$ cat config.mk
export PLATFORM = sky130hd
export DESIGN_NAME = dssr_status_regs
export DESIGN_NICKNAME = d
export VERILOG_FILES = /design/src/dssr_pkg.sv /design/src/dssr_status_regs.sv
export SDC_FILE = /design/constraint.sdc
export NUM_CORES = 1
export LEC_CHECK = 0
export BUFFER_PORTS_ARGS = -buffer_cell sky130_fd_sc_hd__buf_4
export CAP_MARGIN = 25
export CORE_ASPECT_RATIO = 0.75
export CORE_MARGIN = 1.5
export CORE_UTILIZATION = 30
export CTS_CLUSTER_DIAMETER = 120
export DETAILED_ROUTE_END_ITERATION = 12
export HOLD_SLACK_MARGIN = 0.05
export SYNTH_ARGS = -nofsm -noshare
export SYNTH_HDL_FRONTEND = slang
export SYNTH_SLANG_ARGS = --single-unit
$ cat constraint.sdc
create_clock -name clk_sys_i -period 5.65 [get_ports clk_sys_i]
set_clock_uncertainty 0.1 [all_clocks]
set_input_delay 0.2825 -clock clk_sys_i [delete_from_list [all_inputs] [get_ports clk_sys_i]]
set_output_delay 0.2825 -clock clk_sys_i [all_outputs]
set_load 0.02 [all_outputs]
$ cat src/dssr_pkg.sv
// Purpose : Constants for the DMA and SCSI status register bank
// Assumes : Byte-wide register reads at the printed offsets
// Notes   : Shared by the bank and its bench
package dssr_pkg;
   localparam logic [7:0] DMA_EVENT_STATUS_OFS = 8'h0c;
   localparam logic [7:0] SCSI_STATUS_ZERO_OFS = 8'h0d;
   localparam logic [7:0] SCSI_STATUS_ONE_OFS  = 8'h0e;
   localparam logic [7:0] SCSI_STATUS_TWO_OFS  = 8'h0f;
   // Event status field positions
   localparam int FIFO_EMPTY_BIT   = 7;
   localparam int MASTER_PAR_BIT   = 6;
   localparam int BUS_FAULT_BIT    = 5;
   localparam int ABORT_DONE_BIT   = 4;
   localparam int SINGLE_STEP_BIT  = 3;
   localparam int SCRIPT_IRQ_BIT   = 2;
   localparam int ILLEGAL_BIT      = 0;
   localparam int PARITY_ENA_BIT   = 3;
   // Reset values
   localparam logic [7:0] DMA_EVENT_RESET = 8'h80;
   localparam logic [7:0] STATUS_RESET    = 8'h00;
   // Host spacing between consecutive status reads
   localparam int READ_GAP_CYCLES  = 12;
   localparam logic [4:0] FIFO_MAX_COUNT = 5'h10;
endpackage

$ cat src/dssr_status_regs.sv
// Purpose : Read-only DMA event and SCSI status registers
// Assumes : One core clock; SCSI lines arrive asynchronously
// Notes   : Event inputs are one-cycle pulses from the engine
// How it works
// Reading event status clears set bits and the pending flag; new events still land
// Each interrupt condition is gated by its own enable mask bit
// Host waits twelve core clocks between consecutive status reads
// Bit 7 follows FIFO empty, resets to one, never interrupts
// Bit 6 sets on master parity error, only when test register enable set
// Bit 5 sets when a master cycle ends in bad address or target abort
// Bit 4 sets when a software requested abort completes
// Bit 3 sets after each successful instruction while single-step enabled
// Bit 2 sets when an interrupt instruction condition is true
// Bit 0 sets on illegal opcode or REQ during wait-disconnect
// Illegal flag sets on block move with zero byte count
// Transfer control illegal for bad compare, carry, reserved or wait-phase use
// Load/store illegal for register map, alignment, command, count or dword cross
// Memory move illegal for reserved command bits or mismatched alignment
// Status zero bits 7..5 show input latch, hidden buffer, output latch full
// Async receive uses input latch; sync send uses output latch then hidden buffer
// Bit 4 shows arbitration in progress; bit 3 shows arbitration lost
// Bit 2 sets on won arbitration only in full arbitration mode
// Bit 1 shows live reset or software reset; bit 0 live parity line
// Five-bit live synchronous FIFO count, 0 to 16, split across registers
// Status one bit 3 holds parity of the latched input byte
// Status one bits 2..0 capture phase lines on each REQ assertion
`timescale 1ns/1ps
`default_nettype none
module dssr_status_regs
(
   input  wire  logic       clk_sys_i,
   input  wire  logic       rstn_i,
   input  wire  logic       soft_rst_i,         // Software reset control level
   input  wire  logic       rd_i,               // One-cycle register read strobe
   input  wire  logic [7:0] addr_i,
   output var   logic [7:0] rdata_o,
   output var   logic       dma_irq_pending_o,
   output var   logic       dma_irq_o,
   input  wire  logic [7:0] dma_irq_enable_reg_i,
   input  wire  logic       single_step_ena_i,  // From dma_control_reg
   input  wire  logic       parity_err_ena_i,   // test_register_four bit 3
   input  wire  logic       full_arb_mode_i,    // From scsi_control_zero
   input  wire  logic       dma_fifo_empty_i,
   input  wire  logic       master_parity_err_i,
   input  wire  logic       target_parity_err_i,
   input  wire  logic       bad_address_i,
   input  wire  logic       target_abort_i,
   input  wire  logic       abort_done_i,
   input  wire  logic       instr_done_i,
   input  wire  logic       script_irq_true_i,
   input  wire  logic       illegal_opcode_i,
   input  wire  logic       wait_disc_i,        // Wait-disconnect executing
   input  wire  logic       block_move_i,
   input  wire  logic       xfer_ctl_i,
   input  wire  logic       load_store_i,
   input  wire  logic       mem_move_i,
   input  wire  logic       target_mode_i,
   input  wire  logic       ls_reg_space_i,     // Load/store address hits registers
   input  wire  logic       mm_reserved_i,      // Memory move reserved bits set
   input  wire  logic [23:0] byte_counter_reg_i,
   input  wire  logic [7:0] command_reg_i,
   input  wire  logic [1:0] reg_addr_lsb_i,
   input  wire  logic [1:0] mem_addr_lsb_i,
   input  wire  logic [1:0] src_addr_lsb_i,
   input  wire  logic [1:0] dst_addr_lsb_i,
   input  wire  logic       sync_mode_i,
   input  wire  logic       rx_byte_i,          // Async byte arrives in input latch
   input  wire  logic       rx_take_i,          // Input latch drained to DMA FIFO
   input  wire  logic       tx_load_i,          // DMA writes output latch
   input  wire  logic       tx_send_i,          // Byte leaves toward the bus
   input  wire  logic [4:0] fifo_fill_count_i,
   input  wire  logic       bus_free_i,
   input  wire  logic       own_id_bsy_i,
   input  wire  logic       won_i,
   input  wire  logic       scsi_rst_i,         // SCSI bus pins, asynchronous
   input  wire  logic       low_byte_parity_line_i,
   input  wire  logic       scsi_sel_i,
   input  wire  logic       scsi_req_i,
   input  wire  logic       scsi_msg_i,
   input  wire  logic       scsi_cd_i,
   input  wire  logic       scsi_io_i
);
   // ***************************************************************
   // Pin synchronisers
   // ***************************************************************
   localparam int NPIN = 7;
   logic [NPIN-1:0] pin_raw;
   wire  [NPIN-1:0] pin_r;      // Filtered pin levels, one flop per bit
   assign pin_raw = {scsi_rst_i, low_byte_parity_line_i, scsi_sel_i, scsi_req_i,
                     scsi_msg_i, scsi_cd_i, scsi_io_i};
   // A change counts only once stages two and three agree
   genvar gi;
   generate
      for (gi = 0; gi < NPIN; gi++)
      begin : g_sync
         logic s1_r;              // Flops stay local so no vector has two writers
         logic s2_r;
         logic s3_r;
         logic hold_r;
         always_ff @(posedge clk_sys_i)
         begin
            if (!rstn_i)
            begin
               s1_r   <= 1'b0;
               s2_r   <= 1'b0;
               s3_r   <= 1'b0;
               hold_r <= 1'b0;
            end
            else
            begin
               s1_r <= pin_raw[gi];
               s2_r <= s1_r;
               s3_r <= s2_r;
               if (s2_r == s3_r)
                  hold_r <= s3_r;
            end
         end
         assign pin_r[gi] = hold_r;
      end
   endgenerate
   wire rst_s  = pin_r[6];
   wire par_s  = pin_r[5];
   wire sel_s  = pin_r[4];
   wire req_s  = pin_r[3];
   logic req_d_r;
   wire  req_rise = req_s & ~req_d_r;

   // Edge memory shares the pin filter's reset, so a soft reset cannot fake a REQ edge
   always_ff @(posedge clk_sys_i)
   begin
      if (!rstn_i)
         req_d_r <= 1'b0;
      else
         req_d_r <= req_s;
   end

   // ***************************************************************
   // Illegal instruction decode
   // ***************************************************************
   wire [23:0] bc = byte_counter_reg_i;
   wire ill_wait   = wait_disc_i & req_rise;
   wire ill_bm     = block_move_i & (bc == 24'h000000);
   wire ill_tc     = xfer_ctl_i & ((target_mode_i & (bc[18] | bc[17] | bc[16]))
                     | (bc[21] & (bc[18] | bc[17])) | bc[22]);
   wire [2:0] ls_cnt = bc[2:0];
   wire ill_ls     = load_store_i & (ls_reg_space_i
                     | (reg_addr_lsb_i != mem_addr_lsb_i)
                     | ~command_reg_i[5] | command_reg_i[3] | command_reg_i[2]
                     | (ls_cnt == 3'h0) | (ls_cnt > 3'h4)
                     | (({2'b00, mem_addr_lsb_i} + {1'b0, ls_cnt}) > 4'h4));
   wire ill_mm     = mem_move_i & (mm_reserved_i
                     | (src_addr_lsb_i != dst_addr_lsb_i));
   wire illegal_ev = illegal_opcode_i | ill_wait | ill_bm | ill_tc | ill_ls | ill_mm;

   // ***************************************************************
   // DMA event status
   // ***************************************************************
   logic [7:0] evt_r;
   logic [7:0] evt_set;
   logic [7:0] evt_nxt;
   wire rd_evt = rd_i & (addr_i == dssr_pkg::DMA_EVENT_STATUS_OFS);
   assign evt_set[dssr_pkg::FIFO_EMPTY_BIT]  = 1'b0;
   assign evt_set[dssr_pkg::MASTER_PAR_BIT]  = parity_err_ena_i
          & (master_parity_err_i | target_parity_err_i);
   assign evt_set[dssr_pkg::BUS_FAULT_BIT]   = bad_address_i | target_abort_i;
   assign evt_set[dssr_pkg::ABORT_DONE_BIT]  = abort_done_i;
   assign evt_set[dssr_pkg::SINGLE_STEP_BIT] = single_step_ena_i & instr_done_i;
   assign evt_set[dssr_pkg::SCRIPT_IRQ_BIT]  = script_irq_true_i;
   assign evt_set[1] = 1'b0;
   assign evt_set[dssr_pkg::ILLEGAL_BIT]     = illegal_ev;
   // Set wins over the read clear, so a stacked event is never dropped
   assign evt_nxt = ((rd_evt ? 8'h00 : evt_r) | evt_set) & 8'h7d;
   wire [7:0] evt_view = {dma_fifo_empty_i, evt_r[6:0]};
   wire irq_nxt = |(evt_nxt & dma_irq_enable_reg_i & 8'h7d);

   // ***************************************************************
   // Data latch occupancy
   // ***************************************************************
   logic il_full_r;
   logic ob_full_r;
   logic ol_full_r;
   logic lat_par_r;
   logic [2:0] phase_r;
   wire rx_load = rx_byte_i & ~sync_mode_i;
   wire ol_move = tx_send_i & ol_full_r & sync_mode_i & ~ob_full_r;

   // ***************************************************************
   // Arbitration status
   // ***************************************************************
   logic aip_r;
   logic loa_r;
   logic woa_r;

   always_ff @(posedge clk_sys_i)
   begin
      if (!rstn_i || soft_rst_i)
      begin
         evt_r             <= 8'h00;
         dma_irq_pending_o <= 1'b0;
         dma_irq_o         <= 1'b0;
         il_full_r         <= 1'b0;
         ob_full_r         <= 1'b0;
         ol_full_r         <= 1'b0;
         lat_par_r         <= 1'b0;
         phase_r           <= 3'h0;
         aip_r             <= 1'b0;
         loa_r             <= 1'b0;
         woa_r             <= 1'b0;
      end
      else
      begin
         evt_r             <= evt_nxt;
         dma_irq_pending_o <= irq_nxt;
         dma_irq_o         <= irq_nxt;
         if (req_rise)
            phase_r <= pin_r[2:0];
         if (rx_load)
         begin
            il_full_r <= 1'b1;
            lat_par_r <= par_s;
         end
         else if (rx_take_i)
            il_full_r <= 1'b0;
         // Output path: async bytes leave the output latch directly
         if (tx_load_i)
            ol_full_r <= 1'b1;
         else if (ol_move || (tx_send_i && !sync_mode_i))
            ol_full_r <= 1'b0;
         if (ol_move)
            ob_full_r <= 1'b1;
         else if (tx_send_i && sync_mode_i)
            ob_full_r <= 1'b0;
         aip_r <= bus_free_i & own_id_bsy_i;
         if (aip_r && sel_s && !won_i)
            loa_r <= 1'b1;
         else if (bus_free_i && !own_id_bsy_i)
            loa_r <= 1'b0;
         if (aip_r && won_i && full_arb_mode_i)
            woa_r <= 1'b1;
         else if (bus_free_i && !own_id_bsy_i)
            woa_r <= 1'b0;
      end
   end

   // ***************************************************************
   // Read mux
   // ***************************************************************
   wire [4:0] ffc = (fifo_fill_count_i > dssr_pkg::FIFO_MAX_COUNT)
                    ? dssr_pkg::FIFO_MAX_COUNT : fifo_fill_count_i;
   wire [7:0] st0 = {il_full_r, ob_full_r, ol_full_r, aip_r, loa_r, woa_r,
                     rst_s | soft_rst_i, par_s};
   wire [7:0] st1 = {ffc[3:0], lat_par_r, phase_r};
   wire [7:0] st2 = {3'h0, ffc[4], 4'h0};
   wire [7:0] rd_mux = (addr_i == dssr_pkg::DMA_EVENT_STATUS_OFS) ? evt_view :
                       (addr_i == dssr_pkg::SCSI_STATUS_ZERO_OFS) ? st0 :
                       (addr_i == dssr_pkg::SCSI_STATUS_ONE_OFS)  ? st1 :
                       (addr_i == dssr_pkg::SCSI_STATUS_TWO_OFS)  ? st2 : 8'h00;
   // Registered read data keeps the output straight from a flop
   always_ff @(posedge clk_sys_i)
   begin
      if (!rstn_i)
         rdata_o <= dssr_pkg::STATUS_RESET;
      else if (rd_i)
         rdata_o <= rd_mux;
   end

   // ***************************************************************
   // Checks
   // ***************************************************************
   rd_clear_a : assert property (@(posedge clk_sys_i) disable iff (!rstn_i)
      rd_evt && !soft_rst_i |=> (evt_r & ~$past(evt_set)) == 8'h00)
      else $error("Event bits survived a read");
   mask_gate_a : assert property (@(posedge clk_sys_i) disable iff (!rstn_i)
      dma_irq_o |-> |($past(evt_nxt) & $past(dma_irq_enable_reg_i)))
      else $error("Interrupt raised by masked event");
   empty_view_a : assert property (@(posedge clk_sys_i) disable iff (!rstn_i)
      rd_evt |=> rdata_o[7] == $past(dma_fifo_empty_i))
      else $error("Empty bit does not follow FIFO");
   par_gate_a : assert property (@(posedge clk_sys_i) disable iff (!rstn_i)
      !parity_err_ena_i && !evt_r[6] && !soft_rst_i |=> !evt_r[6])
      else $error("Parity bit set while disabled");
   step_set_a : assert property (@(posedge clk_sys_i) disable iff (!rstn_i)
      single_step_ena_i && instr_done_i && !soft_rst_i |=> evt_r[3])
      else $error("Single step bit missed");
   zero_cnt_a : assert property (@(posedge clk_sys_i) disable iff (!rstn_i)
      block_move_i && bc == 24'h0 && !soft_rst_i |=> evt_r[0])
      else $error("Zero count not flagged");
   won_mode_a : assert property (@(posedge clk_sys_i) disable iff (!rstn_i)
      !full_arb_mode_i && !woa_r |=> !woa_r)
      else $error("Won set outside full arbitration");
   phase_cap_a : assert property (@(posedge clk_sys_i) disable iff (!rstn_i)
      req_rise && !soft_rst_i |=> phase_r == $past(pin_r[2:0]))
      else $error("Phase lines not captured on REQ");
   fault_set_a : assert property (@(posedge clk_sys_i) disable iff (!rstn_i)
      (bad_address_i || target_abort_i) && !soft_rst_i |=> evt_r[5])
      else $error("Bus fault not flagged");
   abort_set_a : assert property (@(posedge clk_sys_i) disable iff (!rstn_i)
      abort_done_i && !soft_rst_i |=> evt_r[4])
      else $error("Abort completion not flagged");
   pend_clear_a : assert property (@(posedge clk_sys_i) disable iff (!rstn_i)
      rd_evt && !(|(evt_set & dma_irq_enable_reg_i & 8'h7d)) |=> !dma_irq_pending_o)
      else $error("Pending flag survived a quiet read");
   rst_live_a : assert property (@(posedge clk_sys_i) disable iff (!rstn_i)
      rd_i && addr_i == dssr_pkg::SCSI_STATUS_ZERO_OFS && soft_rst_i |=> rdata_o[1])
      else $error("Software reset missing from status zero");
endmodule
`default_nettype wire

==> insert_results.sql, run 1 <==
INSERT INTO impl_metrics (metric_group, metric, value, unit) VALUES
('cts', 'postCtsSetupBuffers', '0', ''),
('routing', 'drt-total-wl', '5510', 'µm'),
('setup_path', 'worst_path_max_delay_cell', 'sky130_fd_sc_hd__fa_1', ''),
('cts', 'cts-htree-levels', '2', ''),
('global_route', 'grt.overflow.total', '0', ''),
('placement', 'placement.io_buffers', '102', ''),
('floorplanning', 'floorplan.initialDensity', '31.3', '%'),
('global_route', 'global_route_wire_length_before_repair', '9320', 'µm'),
('hold_path', 'worst_hold_startpoint', 'scsi_rst_i', ''),
('routing', 'ant_nets', '0', ''),
('setup_path', 'critPathKind', 'input port to flop', ''),
('timing', 'fmax', '0.473', 'GHz'),
('routing', 'drc', '0', ''),
('global_route', 'grt_antenna_before_repair', '0', ''),
('routing', 'drt_pass1_iterations', '4', ''),
('finish', 'finalInstanceArea', '3270', 'µm²'),
('setup_path', 'timing.critical_path.cells', 'buf_4 -> ha_1 -> fa_1 -> o21bai_1 -> a311oi_1 -> o31ai_2 -> a41oi_2 -> a2111o_1', ''),
('setup_path', 'reg2reg_slack', '4.02', 'ns'),
('job', 'cap_viol_max_count', '0', ''),
('setup_path', 'crit_start', 'byte_counter_reg_i[0]', ''),
('synth', 'synth_enable_flop_cells', '0', ''),
('timing', 'report.final.hold_viol_count', '0', ''),
('setup_path', 'critical_path_required', '5.75', 'ns'),
('cts', 'cts.reportedPaths.clkPinSlew', '0.10', 'ns'),
('finish', 'layout.nets', '452', ''),
('hold_path', 'min-delay-path-class', 'input port to flop', ''),
('finish', 'finish.cell_count_without_fillers', '451', ''),
('pwr', 'total_chip_power', '0.000760', 'W'),
('synth', 'syn-cell-area', '2310', 'µm²'),
('routing', 'detail_route.iter0.violations', '73', ''),
('synth', 'yosysTopAreaCell', 'sky130_fd_sc_hd__dfxtp_1', ''),
('setup_path', 'ff2ff_path_depth', '4', ''),
('cts', 'clock-sinks', '54', ''),
('synth', 'synth_seq_area_share', '46.7', '%'),
('floorplanning', 'chipWidth', '104', 'µm'),
('setup_path', 'critPathMaxFanout', '3', ''),
('hold_path', 'hold-path-endpoint', 'g_sync[6].s1_r$_SDFF_PN0_', ''),
('global_route', 'track_usage', '14.2', '%'),
('timing', 'max_slew_margin', '48.1', '%'),
('finish', 'antenna_cells_inserted', '0', ''),
('cts', 'cts-hold-fix-buffers', '0', ''),
('cts', 'postCtsResizedCells', '0', ''),
('timing', 'rsz0062_at_grt', 'no', ''),
('setup_path', 'start_kind', 'input port', ''),
('placement', 'placed_area', '3150', 'µm²'),
('floorplanning', 'die_area', '8250', 'µm²'),
('cts', 'ctsRootBufferMaster', 'sky130_fd_sc_hd__clkbuf_8', ''),
('timing', 'setup_viol', '0', ''),
('synth', 'yosys_warnings', '0', ''),
('synth', 'postSynthRegisterBits', '54', ''),
('cts', 'clock_insertion_delay_at_the_later_pin_of_the_skew_report', '0.31', 'ns'),
('timing', 'post-route-min-period', '2.11', 'ns'),
('routing', 'routed_wire_length_per_instance', '12.2', 'µm'),
('cts', 'ctsLongestPathBuffers', '2', ''),
('setup_path', 'cp-end-kind', 'flop', ''),
('floorplanning', 'ios', '110', ''),
('hold_path', 'worst_hold_path.num_cells', '2', ''),
('timing', 'tightestPinTransition', '0.779', 'ns'),
('finish', 'layout_overhead_on_the_synthesized_area', '41.2', '%'),
('placement', 'numPlacedInstances', '443', ''),
('global_route', 'vias_in_the_first_global_route', '2079', ''),
('pwr', 'power_density_cells', '233', 'nW/µm²'),
('synth', 'synthMostInstantiatedCell', 'sky130_fd_sc_hd__dfxtp_1', ''),
('synth', 'ys_types', '50', ''),
('cts', 'tritoncts.num_buffers', '5', ''),
('global_route', 'grt_start_max_net_pins', '39', ''),
('placement', 'globalplace.congestion', '0.801', ''),
('run_status', 'outcome', 'completed', ''),
('synth', 'synth_area_per_cell', '9.22', 'µm²'),
('timing', 'slew_viol_final', '0', ''),
('cts', 'tritoncts', 'done', '');
## worst max path at each step
stage / end / depth (start not counted)
2_1_floorplan: dma_irq_o$_SDFF_PP0_ / 7
3_3_place_gp: dma_irq_o$_SDFF_PP0_ / 8
3_5_place_dp: dma_irq_o$_SDFF_PP0_ / 8
4_1_cts: dma_irq_o$_SDFF_PP0_ / 8
5_1_grt: dma_irq_o$_SDFF_PP0_ / 8
6_report: dma_irq_o$_SDFF_PP0_ / 8
## stage by stage
stage          setup WS, ns  util (%)  hold slack (ns)
3_3_place_gp           3.22      42.6            0.316
5_1_grt                3.40      44.2           0.0568
2_1_floorplan          3.49         -            0.296
4_1_cts                3.53      44.2           0.0627
6_report               3.54      44.2           0.0739
3_5_place_dp           3.20      42.6            0.323
## flip-flops by register name (all words and copies together), names as in the netlist
name,count
g_sync.s2_r,7
aip_r,1
lat_par_r,1
evt_r,6
g_sync.s1_r,7
il_full_r,1
loa_r,1
dma_irq_o,1
ol_full_r,1
rdata_o,8
g_sync.s3_r,7
ob_full_r,1
woa_r,1
phase_r,3
g_sync.hold_r,7
req_d_r,1
## where the power goes
group          internal, W  switching [W]  total, W
clock             0.000132       0.000125  0.000257
sequential        0.000391     0.00000545  0.000397
combinational    0.0000632      0.0000428  0.000106
## critical path: cells and delay by family
family | cells | cell delay, ns
buf+inv | 1 | 0.12
fa+ha+maj | 2 | 0.67
compound gates | 5 | 1.14
## metal layers
metal | vias up | wire, µm | track usage (%)
met5 | - | 0 | 0
met4 | 0 | 99 | 5.83
met3 | 12 | 315 | 4.11
met2 | 56 | 2490 | 23.8
met1 | 939 | 2600 | 17.1
li1 | 1075 | - | -
## logic make-up after synthesis
kind of cell             count (synthesis)  synth area share (%)
multiplexers                             6                  2.60
AO/OA/AOI/OAI                           66                  19.5
flip-flops                              54                  46.7
buffers and inverters                   20                  3.73
XOR/XNOR                                 4                  1.51
adder cells (fa/ha/maj)                  3                  1.95
AND/OR/NAND/NOR                         98                  24.0
## cell type report
| cell class | count | area, µm² |
|---|---|---|
| well taps | 101 | 126 |
| clock inverters | 3 | 45.0 |
| inverters | 9 | 33.8 |
| repair buffers | 102 | 766 |
| clock buffers | 5 | 68.8 |
| multi-input cells | 177 | 1150 |
| fillers | 730 | 4130 |
| flip-flops and latches | 54 | 1080 |
## cell usage in the layout, fill, tap and decap left out, types with 3 or more instances in the layout
cell type                    n
sky130_fd_sc_hd__nand2b_1    5
sky130_fd_sc_hd__nor2_1     20
sky130_fd_sc_hd__and2_1     25
sky130_fd_sc_hd__o22ai_1     3
sky130_fd_sc_hd__o21ai_1     3
sky130_fd_sc_hd__nor4_1      4
sky130_fd_sc_hd__inv_1       9
sky130_fd_sc_hd__clkbuf_8    5
sky130_fd_sc_hd__o21ai_0    13
sky130_fd_sc_hd__a31oi_1     4
sky130_fd_sc_hd__nor2b_1     7
sky130_fd_sc_hd__a21boi_0    8
sky130_fd_sc_hd__dfxtp_1    54
sky130_fd_sc_hd__a211oi_1    4
sky130_fd_sc_hd__mux2i_1     6
sky130_fd_sc_hd__a21oi_1    13
sky130_fd_sc_hd__buf_4     102
sky130_fd_sc_hd__nand2_1    22
Power figures use the tool's default switching activity.
==> run 2: changes to the inputs <==
clock period = 1.8 ns   (was 5.65 ns; I/O delays follow)
==> run 2 against run 1 <==
Cell area rose by 13%. Die area did not move. Sequential cell count did not move. Sequential power rose to 3.1 times the previous value. Core utilization rose by 5.7 points. Clock-buffer cell count rose by 2. Sequential share of layout area fell by 3.8 points. Critical path type unchanged. Non-clock buffer count rose by 44. Critical path depth did not move. Register-to-register slack got worse by 3.7 ns.
==> insert_results.sql, run 2 (synthesized netlist as in run 1, its figures left out) <==
INSERT INTO impl_metrics (metric_group, metric, value, unit) VALUES
('setup_path', 'worst_path_max_delay_cell', 'sky130_fd_sc_hd__fa_1', ''),
('setup_path', 'cp-end-kind', 'flop', ''),
('routing', 'drt_pass1_iterations', '4', ''),
('finish', 'mostFrequentLayoutCells', 'sky130_fd_sc_hd__buf_4 (112), sky130_fd_sc_hd__dfxtp_1 (54), sky130_fd_sc_hd__dlygate4sd3_1 (34), sky130_fd_sc_hd__and2_1 (25), sky130_fd_sc_hd__nand2_1 (22)', ''),
('finish', 'layout_overhead_on_the_synthesized_area', '59.3', '%'),
('timing', 'report.final.hold_viol_count', '0', ''),
('placement', 'globalplace.congestion', '0.863', ''),
('setup_path', 'start_kind', 'input port', ''),
('job', 'cap_viol_max_count', '0', ''),
('placement', 'placement.io_buffers', '102', ''),
('timing', 'fmax', '0.568', 'GHz'),
('setup_path', 'worst-path-buf-inv', '1', ''),
('setup_path', 'critPathKind', 'input port to flop', ''),
('finish', 'antenna_cells_inserted', '0', ''),
('timing', 'slew_viol_final', '0', ''),
('cts', 'cts.reportedPaths.clkPinSlew', '0.09', 'ns'),
('placement', 'preCtsSetupSlack', '-0.311', 'ns'),
('timing', 'layout_setup_ws', '0.0391', 'ns'),
('global_route', 'grt_start_max_net_pins', '39', ''),
('routing', 'drc', '0', ''),
('setup_path', 'critical_path_required', '1.90', 'ns'),
('global_route', 'vias_in_the_first_global_route', '2105', ''),
('cts', 'tritoncts', 'done', ''),
('pwr', 'cellLeakagePower', '1.53', 'nW'),
('setup_path', 'path_delay_family', 'compound AO/OA/AOI/OAI gates', ''),
('global_route', 'grt.overflow.total', '0', ''),
('timing', 'rsz0062_at_grt', 'yes', ''),
('timing', 'setup_total_negative_slack', '0', 'ns'),
('finish', 'layout-drive-gt1-share', '33.2', '%'),
('cts', 'clock_insertion_delay_at_the_later_pin_of_the_skew_report', '0.31', 'ns'),
('run_status', 'outcome', 'completed', ''),
('floorplanning', 'chipWidth', '104', 'µm'),
('routing', 'vias', '2244', ''),
('pwr', 'power_density_cells', '652', 'nW/µm²'),
('floorplanning', 'die_area', '8250', 'µm²'),
('setup_path', 'timing.critical_path.cells', 'buf_4 -> ha_4 -> fa_1 -> o21ai_1 -> a21oi_1 -> o31ai_2 -> a41oi_2 -> a2111o_1', ''),
('timing', 'post-route-min-period', '1.76', 'ns'),
('placement', 'numPlacedInstances', '453', ''),
('routing', 'ant_nets', '0', ''),
('setup_path', 'critPathMaxFanout', '2', ''),
('setup_path', 'timing.critical_path.slowest_cell_delay', '0.47', 'ns'),
('floorplanning', 'ios', '110', ''),
('setup_path', 'cp_data_arrival_time', '1.86', 'ns'),
('pwr', 'vdd_drop_max', '0.363', 'mV'),
('timing', 'max_slew_margin', '71.4', '%'),
('cts', 'clock-sinks', '54', ''),
('cts', 'tritoncts.num_buffers', '5', ''),
('global_route', 'global_route_wire_length_before_repair', '9990', 'µm'),
('floorplanning', 'core_area', '7400', 'µm²'),
('routing', 'routed_wire_length_per_instance', '12.4', 'µm'),
('floorplanning', 'rows', '27', ''),
('routing', 'drt-total-wl', '6150', 'µm'),
('timing', 'final_min_period_over_clock_period', '97.8', '%'),
('global_route', 'grt_antenna_before_repair', '0', ''),
('cts', 'ctsRootBufferMaster', 'sky130_fd_sc_hd__clkbuf_8', ''),
('routing', 'detail_route.iter0.violations', '76', ''),
('timing', 'setup_viol', '0', ''),
('floorplanning', 'floorplan.initialDensity', '31.3', '%'),
('finish', 'layout_commonest_cell', 'sky130_fd_sc_hd__buf_4', ''),
('finish', 'layout.nets', '496', ''),
('finish', 'finish.cell_count_without_fillers', '495', ''),
('global_route', 'track_usage', '15.4', '%'),
('pwr', 'total_chip_power', '0.00240', 'W'),
('timing', 'tightestPinTransition', '0.429', 'ns'),
('cts', 'ctsLongestPathBuffers', '2', ''),
('finish', 'largest_reg_flops', '8', ''),
('finish', 'largest-register', 'rdata_o', ''),
('placement', 'hpwlAfterDp', '4830', 'µm'),
('floorplanning', 'floorplan.die.height', '79.1', 'µm'),
('timing', 'worst_hold_slack', '0.0653', 'ns'),
('cts', 'cts-htree-levels', '2', ''),
('routing', 'via_per_inst', '4.53', ''),
('hold_path', 'min-delay-path-class', 'input port to flop', '');
[run 2: cell types whose count changed in the layout (fill, tap and decap cells not counted), moves of 2 or more]
cell,delta
sky130_fd_sc_hd__dlygate4sd3_1,+34
sky130_fd_sc_hd__clkbuf_8,+2
sky130_fd_sc_hd__clkinvlp_4,-2
sky130_fd_sc_hd__buf_4,+10
[run 2: routing by layer]
layer  routed length [µm]  global-route usage (%)  up-vias
met5                    0                       0        -
met4                   69                    3.33        0
met3                  314                    4.68        8
met2                 2730                    24.8       50
met1                 3030                    20.3     1026
li1                     -                       -     1160
[run 2: path summary, 6_finish.rpt]
kind | from | end | slack (ns) | cells after the start
worst max-delay path | byte_counter_reg_i[0] | dma_irq_o$_SDFF_PP0_ | 0.04 | 8
worst min-delay path | rstn_i | rdata_o[4]$_SDFFE_PN0P_ | 0.07 | 2
worst max register to register | g_sync[3].hold_r$_SDFFE_PN0N_ | dma_irq_o$_SDFF_PP0_ | 0.29 | 4
worst min register to register | g_sync[5].s1_r$_SDFF_PN0_ | g_sync[5].s2_r$_SDFF_PN0_ | 0.34 | 1
[run 2: report_power, final]
| group | total [W] | leakage, nW | internal, W | switching, W |
|---|---|---|---|---|
| Sequential | 0.00125 | 0.441 | 0.00123 | 0.0000177 |
| Combinational | 0.000410 | 1.03 | 0.000259 | 0.000151 |
| Clock | 0.000745 | 0.0544 | 0.000353 | 0.000392 |
| Total | 0.00240 | 1.53 | 0.00184 | 0.000561 |
[run 2: layout make-up]
cell class | instances | area [µm²]
Tap cell | 101 | 126
Inverter | 9 | 33.8
Sequential cell | 54 | 1080
Multi-Input combinational cell | 177 | 1160
Clock inverter | 1 | 8.76
Fill cell | 690 | 3710
Clock buffer | 7 | 96.3
Timing Repair Buffer | 146 | 1180
[run 2: timing repair]
action                                  in CTS  in global routing
buffers inserted                             0                  0
endpoints found under the setup margin       0                  1
gates resized for setup                      0                  0
endpoints found under the hold margin       22                  0
hold buffers                                34                  0
[run 2: worst register-to-register path: cells and delay by family (launching register included)]
| family | cells | cell delay, ns |
|---|---|---|
| and+or+nand+nor | 1 | 0.16 |
| DFF | 1 | 0.34 |
| AOI/OAI and AO/OA | 3 | 0.81 |
[run 2: per-stage QoR]
stage | instance area [µm²] | util (%)
after floorplan | 2330 | -
after CTS | 3690 | 49.8
after global routing | 3690 | 49.8
final | 3690 | 49.8
after detailed placement | 3240 | 43.8
after global placement | 3240 | 43.8
==> run 3: changes to the inputs <==
REMOVE_ABC_BUFFERS = 1   (was default)
==> run 3 against run 2 <==
Combinational power about the same. First-iteration DRC count increased by 11%. Core utilization decreased by 0.66 points. Via count about the same. Die area unchanged. Routed wire length increased by 3.0%. Sequential cell count unchanged. Sequential power about the same. Cell area decreased by 1.3%.
==> insert_results.sql, run 3 (synthesized netlist as in run 1, its figures left out) <==
INSERT INTO impl_metrics (metric_group, metric, value, unit) VALUES
('finish', 'layout.nets', '494', ''),
('setup_path', 'start_kind', 'input port', ''),
('finish', 'mostFrequentLayoutCells', 'sky130_fd_sc_hd__buf_4 (113), sky130_fd_sc_hd__dfxtp_1 (54), sky130_fd_sc_hd__dlygate4sd3_1 (31), sky130_fd_sc_hd__and2_1 (25), sky130_fd_sc_hd__nand2_1 (22)', ''),
('placement', 'numPlacedInstances', '454', ''),
('global_route', 'track_usage', '15.9', '%'),
('timing', 'fmax', '0.562', 'GHz'),
('pwr', 'vdd_drop_max', '0.360', 'mV'),
('routing', 'ant_nets', '0', ''),
('setup_path', 'worst-path-buf-inv', '1', ''),
('setup_path', 'critPathMaxFanout', '2', ''),
('timing', 'layout_setup_ws', '0.0192', 'ns'),
('finish', 'layout-drive-gt1-share', '33.5', '%'),
('timing', 'setup_viol', '0', ''),
('hold_path', 'min-delay-path-class', 'input port to flop', ''),
('finish', 'layout_commonest_cell', 'sky130_fd_sc_hd__buf_4', ''),
('routing', 'vias', '2242', ''),
('global_route', 'vias_in_the_first_global_route', '2214', ''),
('cts', 'cts.reportedPaths.clkPinSlew', '0.09', 'ns'),
('timing', 'tightestPinTransition', '0.471', 'ns'),
('routing', 'drt_pass1_iterations', '4', ''),
('finish', 'antenna_cells_inserted', '0', ''),
('run_status', 'outcome', 'completed', ''),
('finish', 'largest-register', 'rdata_o', ''),
('job', 'cap_viol_max_count', '0', ''),
('finish', 'finish.cell_count_without_fillers', '492', ''),
('floorplanning', 'core_area', '7400', 'µm²'),
('floorplanning', 'floorplan.initialDensity', '31.3', '%'),
('timing', 'setup_total_negative_slack', '0', 'ns'),
('setup_path', 'critical_path_required', '1.89', 'ns'),
('placement', 'hpwlAfterDp', '4770', 'µm'),
('timing', 'final_min_period_over_clock_period', '98.9', '%'),
('finish', 'layout_overhead_on_the_synthesized_area', '57.2', '%'),
('cts', 'tritoncts.num_buffers', '5', ''),
('routing', 'drt-total-wl', '6340', 'µm'),
('global_route', 'grt.overflow.total', '0', ''),
('setup_path', 'timing.critical_path.cells', 'buf_4 -> ha_4 -> fa_1 -> o21bai_1 -> a311oi_1 -> o31ai_2 -> a41oi_2 -> a2111o_1', ''),
('cts', 'clock-sinks', '54', ''),
('timing', 'rsz0062_at_grt', 'yes', ''),
('timing', 'post-route-min-period', '1.78', 'ns'),
('routing', 'drc', '0', ''),
('timing', 'report.final.hold_viol_count', '0', ''),
('placement', 'preCtsSetupSlack', '-0.428', 'ns'),
('global_route', 'grt_antenna_before_repair', '0', ''),
('cts', 'tritoncts', 'done', ''),
('placement', 'placement.io_buffers', '102', ''),
('finish', 'finalInstanceArea', '3640', 'µm²'),
('global_route', 'global_route_wire_length_before_repair', '10400', 'µm'),
('global_route', 'grt_start_max_net_pins', '38', ''),
('setup_path', 'cp_data_arrival_time', '1.87', 'ns'),
('floorplanning', 'floorplan.die.height', '79.1', 'µm'),
('floorplanning', 'rows', '27', ''),
('setup_path', 'worst_path_max_delay_cell', 'sky130_fd_sc_hd__fa_1', ''),
('cts', 'cts-htree-levels', '2', ''),
('cts', 'ctsLongestPathBuffers', '2', ''),
('floorplanning', 'ios', '110', ''),
('placement', 'placed_area', '3240', 'µm²'),
('routing', 'detail_route.iter0.violations', '84', ''),
('timing', 'slew_viol_final', '0', ''),
('cts', 'clock_insertion_delay_at_the_later_pin_of_the_skew_report', '0.30', 'ns'),
('setup_path', 'reg2reg_slack', '0.25', 'ns'),
('floorplanning', 'die_area', '8250', 'µm²'),
('routing', 'routed_wire_length_per_instance', '12.9', 'µm'),
('routing', 'via_per_inst', '4.56', ''),
('setup_path', 'timing.critical_path.slowest_cell_delay', '0.48', 'ns'),
('finish', 'largest_reg_flops', '8', ''),
('placement', 'globalplace.congestion', '0.855', ''),
('cts', 'ctsRootBufferMaster', 'sky130_fd_sc_hd__clkbuf_8', ''),
('pwr', 'cellLeakagePower', '1.51', 'nW'),
('finish', 'num-fill-cells', '705', ''),
('setup_path', 'critPathKind', 'input port to flop', ''),
('pwr', 'power_density_cells', '627', 'nW/µm²'),
('floorplanning', 'chipWidth', '104', 'µm'),
('setup_path', 'cp-end-kind', 'flop', ''),
('setup_path', 'path_delay_family', 'compound AO/OA/AOI/OAI gates', ''),
('finish', 'final_util', '49.2', '%'),
('timing', 'max_slew_margin', '68.5', '%'),
('cts', 'postCtsSetupBuffers', '0', '');
[run 3: changes by cell type in the layout (fill, tap and decap cells not counted), sizes merged]
cell / change
clkinv: +1
buf: +1
clkbuf: -2
dlygate4sd3: -3
[run 3: layer usage]
layer / track usage [%] / wire length [µm]
met4: 3.33 / 35
met5: 0 / 0
met3: 3.94 / 382
met1: 20.6 / 3050
met2: 26.9 / 2870
[run 3: path summary, 6_finish.rpt]
check                                     start                   endpoint  cells past startpoint
setup / recovery          byte_counter_reg_i[0]       dma_irq_o$_SDFF_PP0_                      8
hold reg to reg       g_sync[1].s1_r$_SDFF_PN0_  g_sync[1].s2_r$_SDFF_PN0_                      1
setup reg to reg  g_sync[3].hold_r$_SDFFE_PN0N_       dma_irq_o$_SDFF_PP0_                      4
hold / removal                     load_store_i        evt_r[0]$_SDFF_PP0_                      3
[run 3: report_power, final]
group / switching [W] / internal [W] / leakage (nW)
clock: 0.000362 / 0.000262 / 0.0438
sequential: 0.0000165 / 0.00123 / 0.441
combinational: 0.000154 / 0.000258 / 1.03
[run 3: layout make-up]
class	count	area, µm²	area share [%]
Tap cell	101	126	3.47
Clock inverter	2	10.0	0.275
Inverter	9	33.8	0.929
Multi-Input combinational cell	177	1160	31.9
Timing Repair Buffer	144	1160	31.9
Sequential cell	54	1080	29.7
Clock buffer	5	68.8	1.89
[run 3: tightest hold or removal path, delay by kind of cell]
family,cells,cell delay (ns)
buffers and inverters,1,0.11
AOI/OAI and AO/OA,2,0.19
[run 3: timing repair]
action                     in CTS  in global routing
setup endpoints to repair       1                  1
gates resized for setup         3                  0
hold buffers                   31                  0
hold endpoints to repair       21                  0
pin swaps                       8                  0
[run 3: stage by stage]
stage               hold slack, ns  total power, W
floorplan                   0.0836         0.00138
global placement             0.197         0.00162
detailed placement           0.200         0.00163
CTS                         0.0511         0.00231
global route                0.0569         0.00240
finish                      0.0561         0.00228
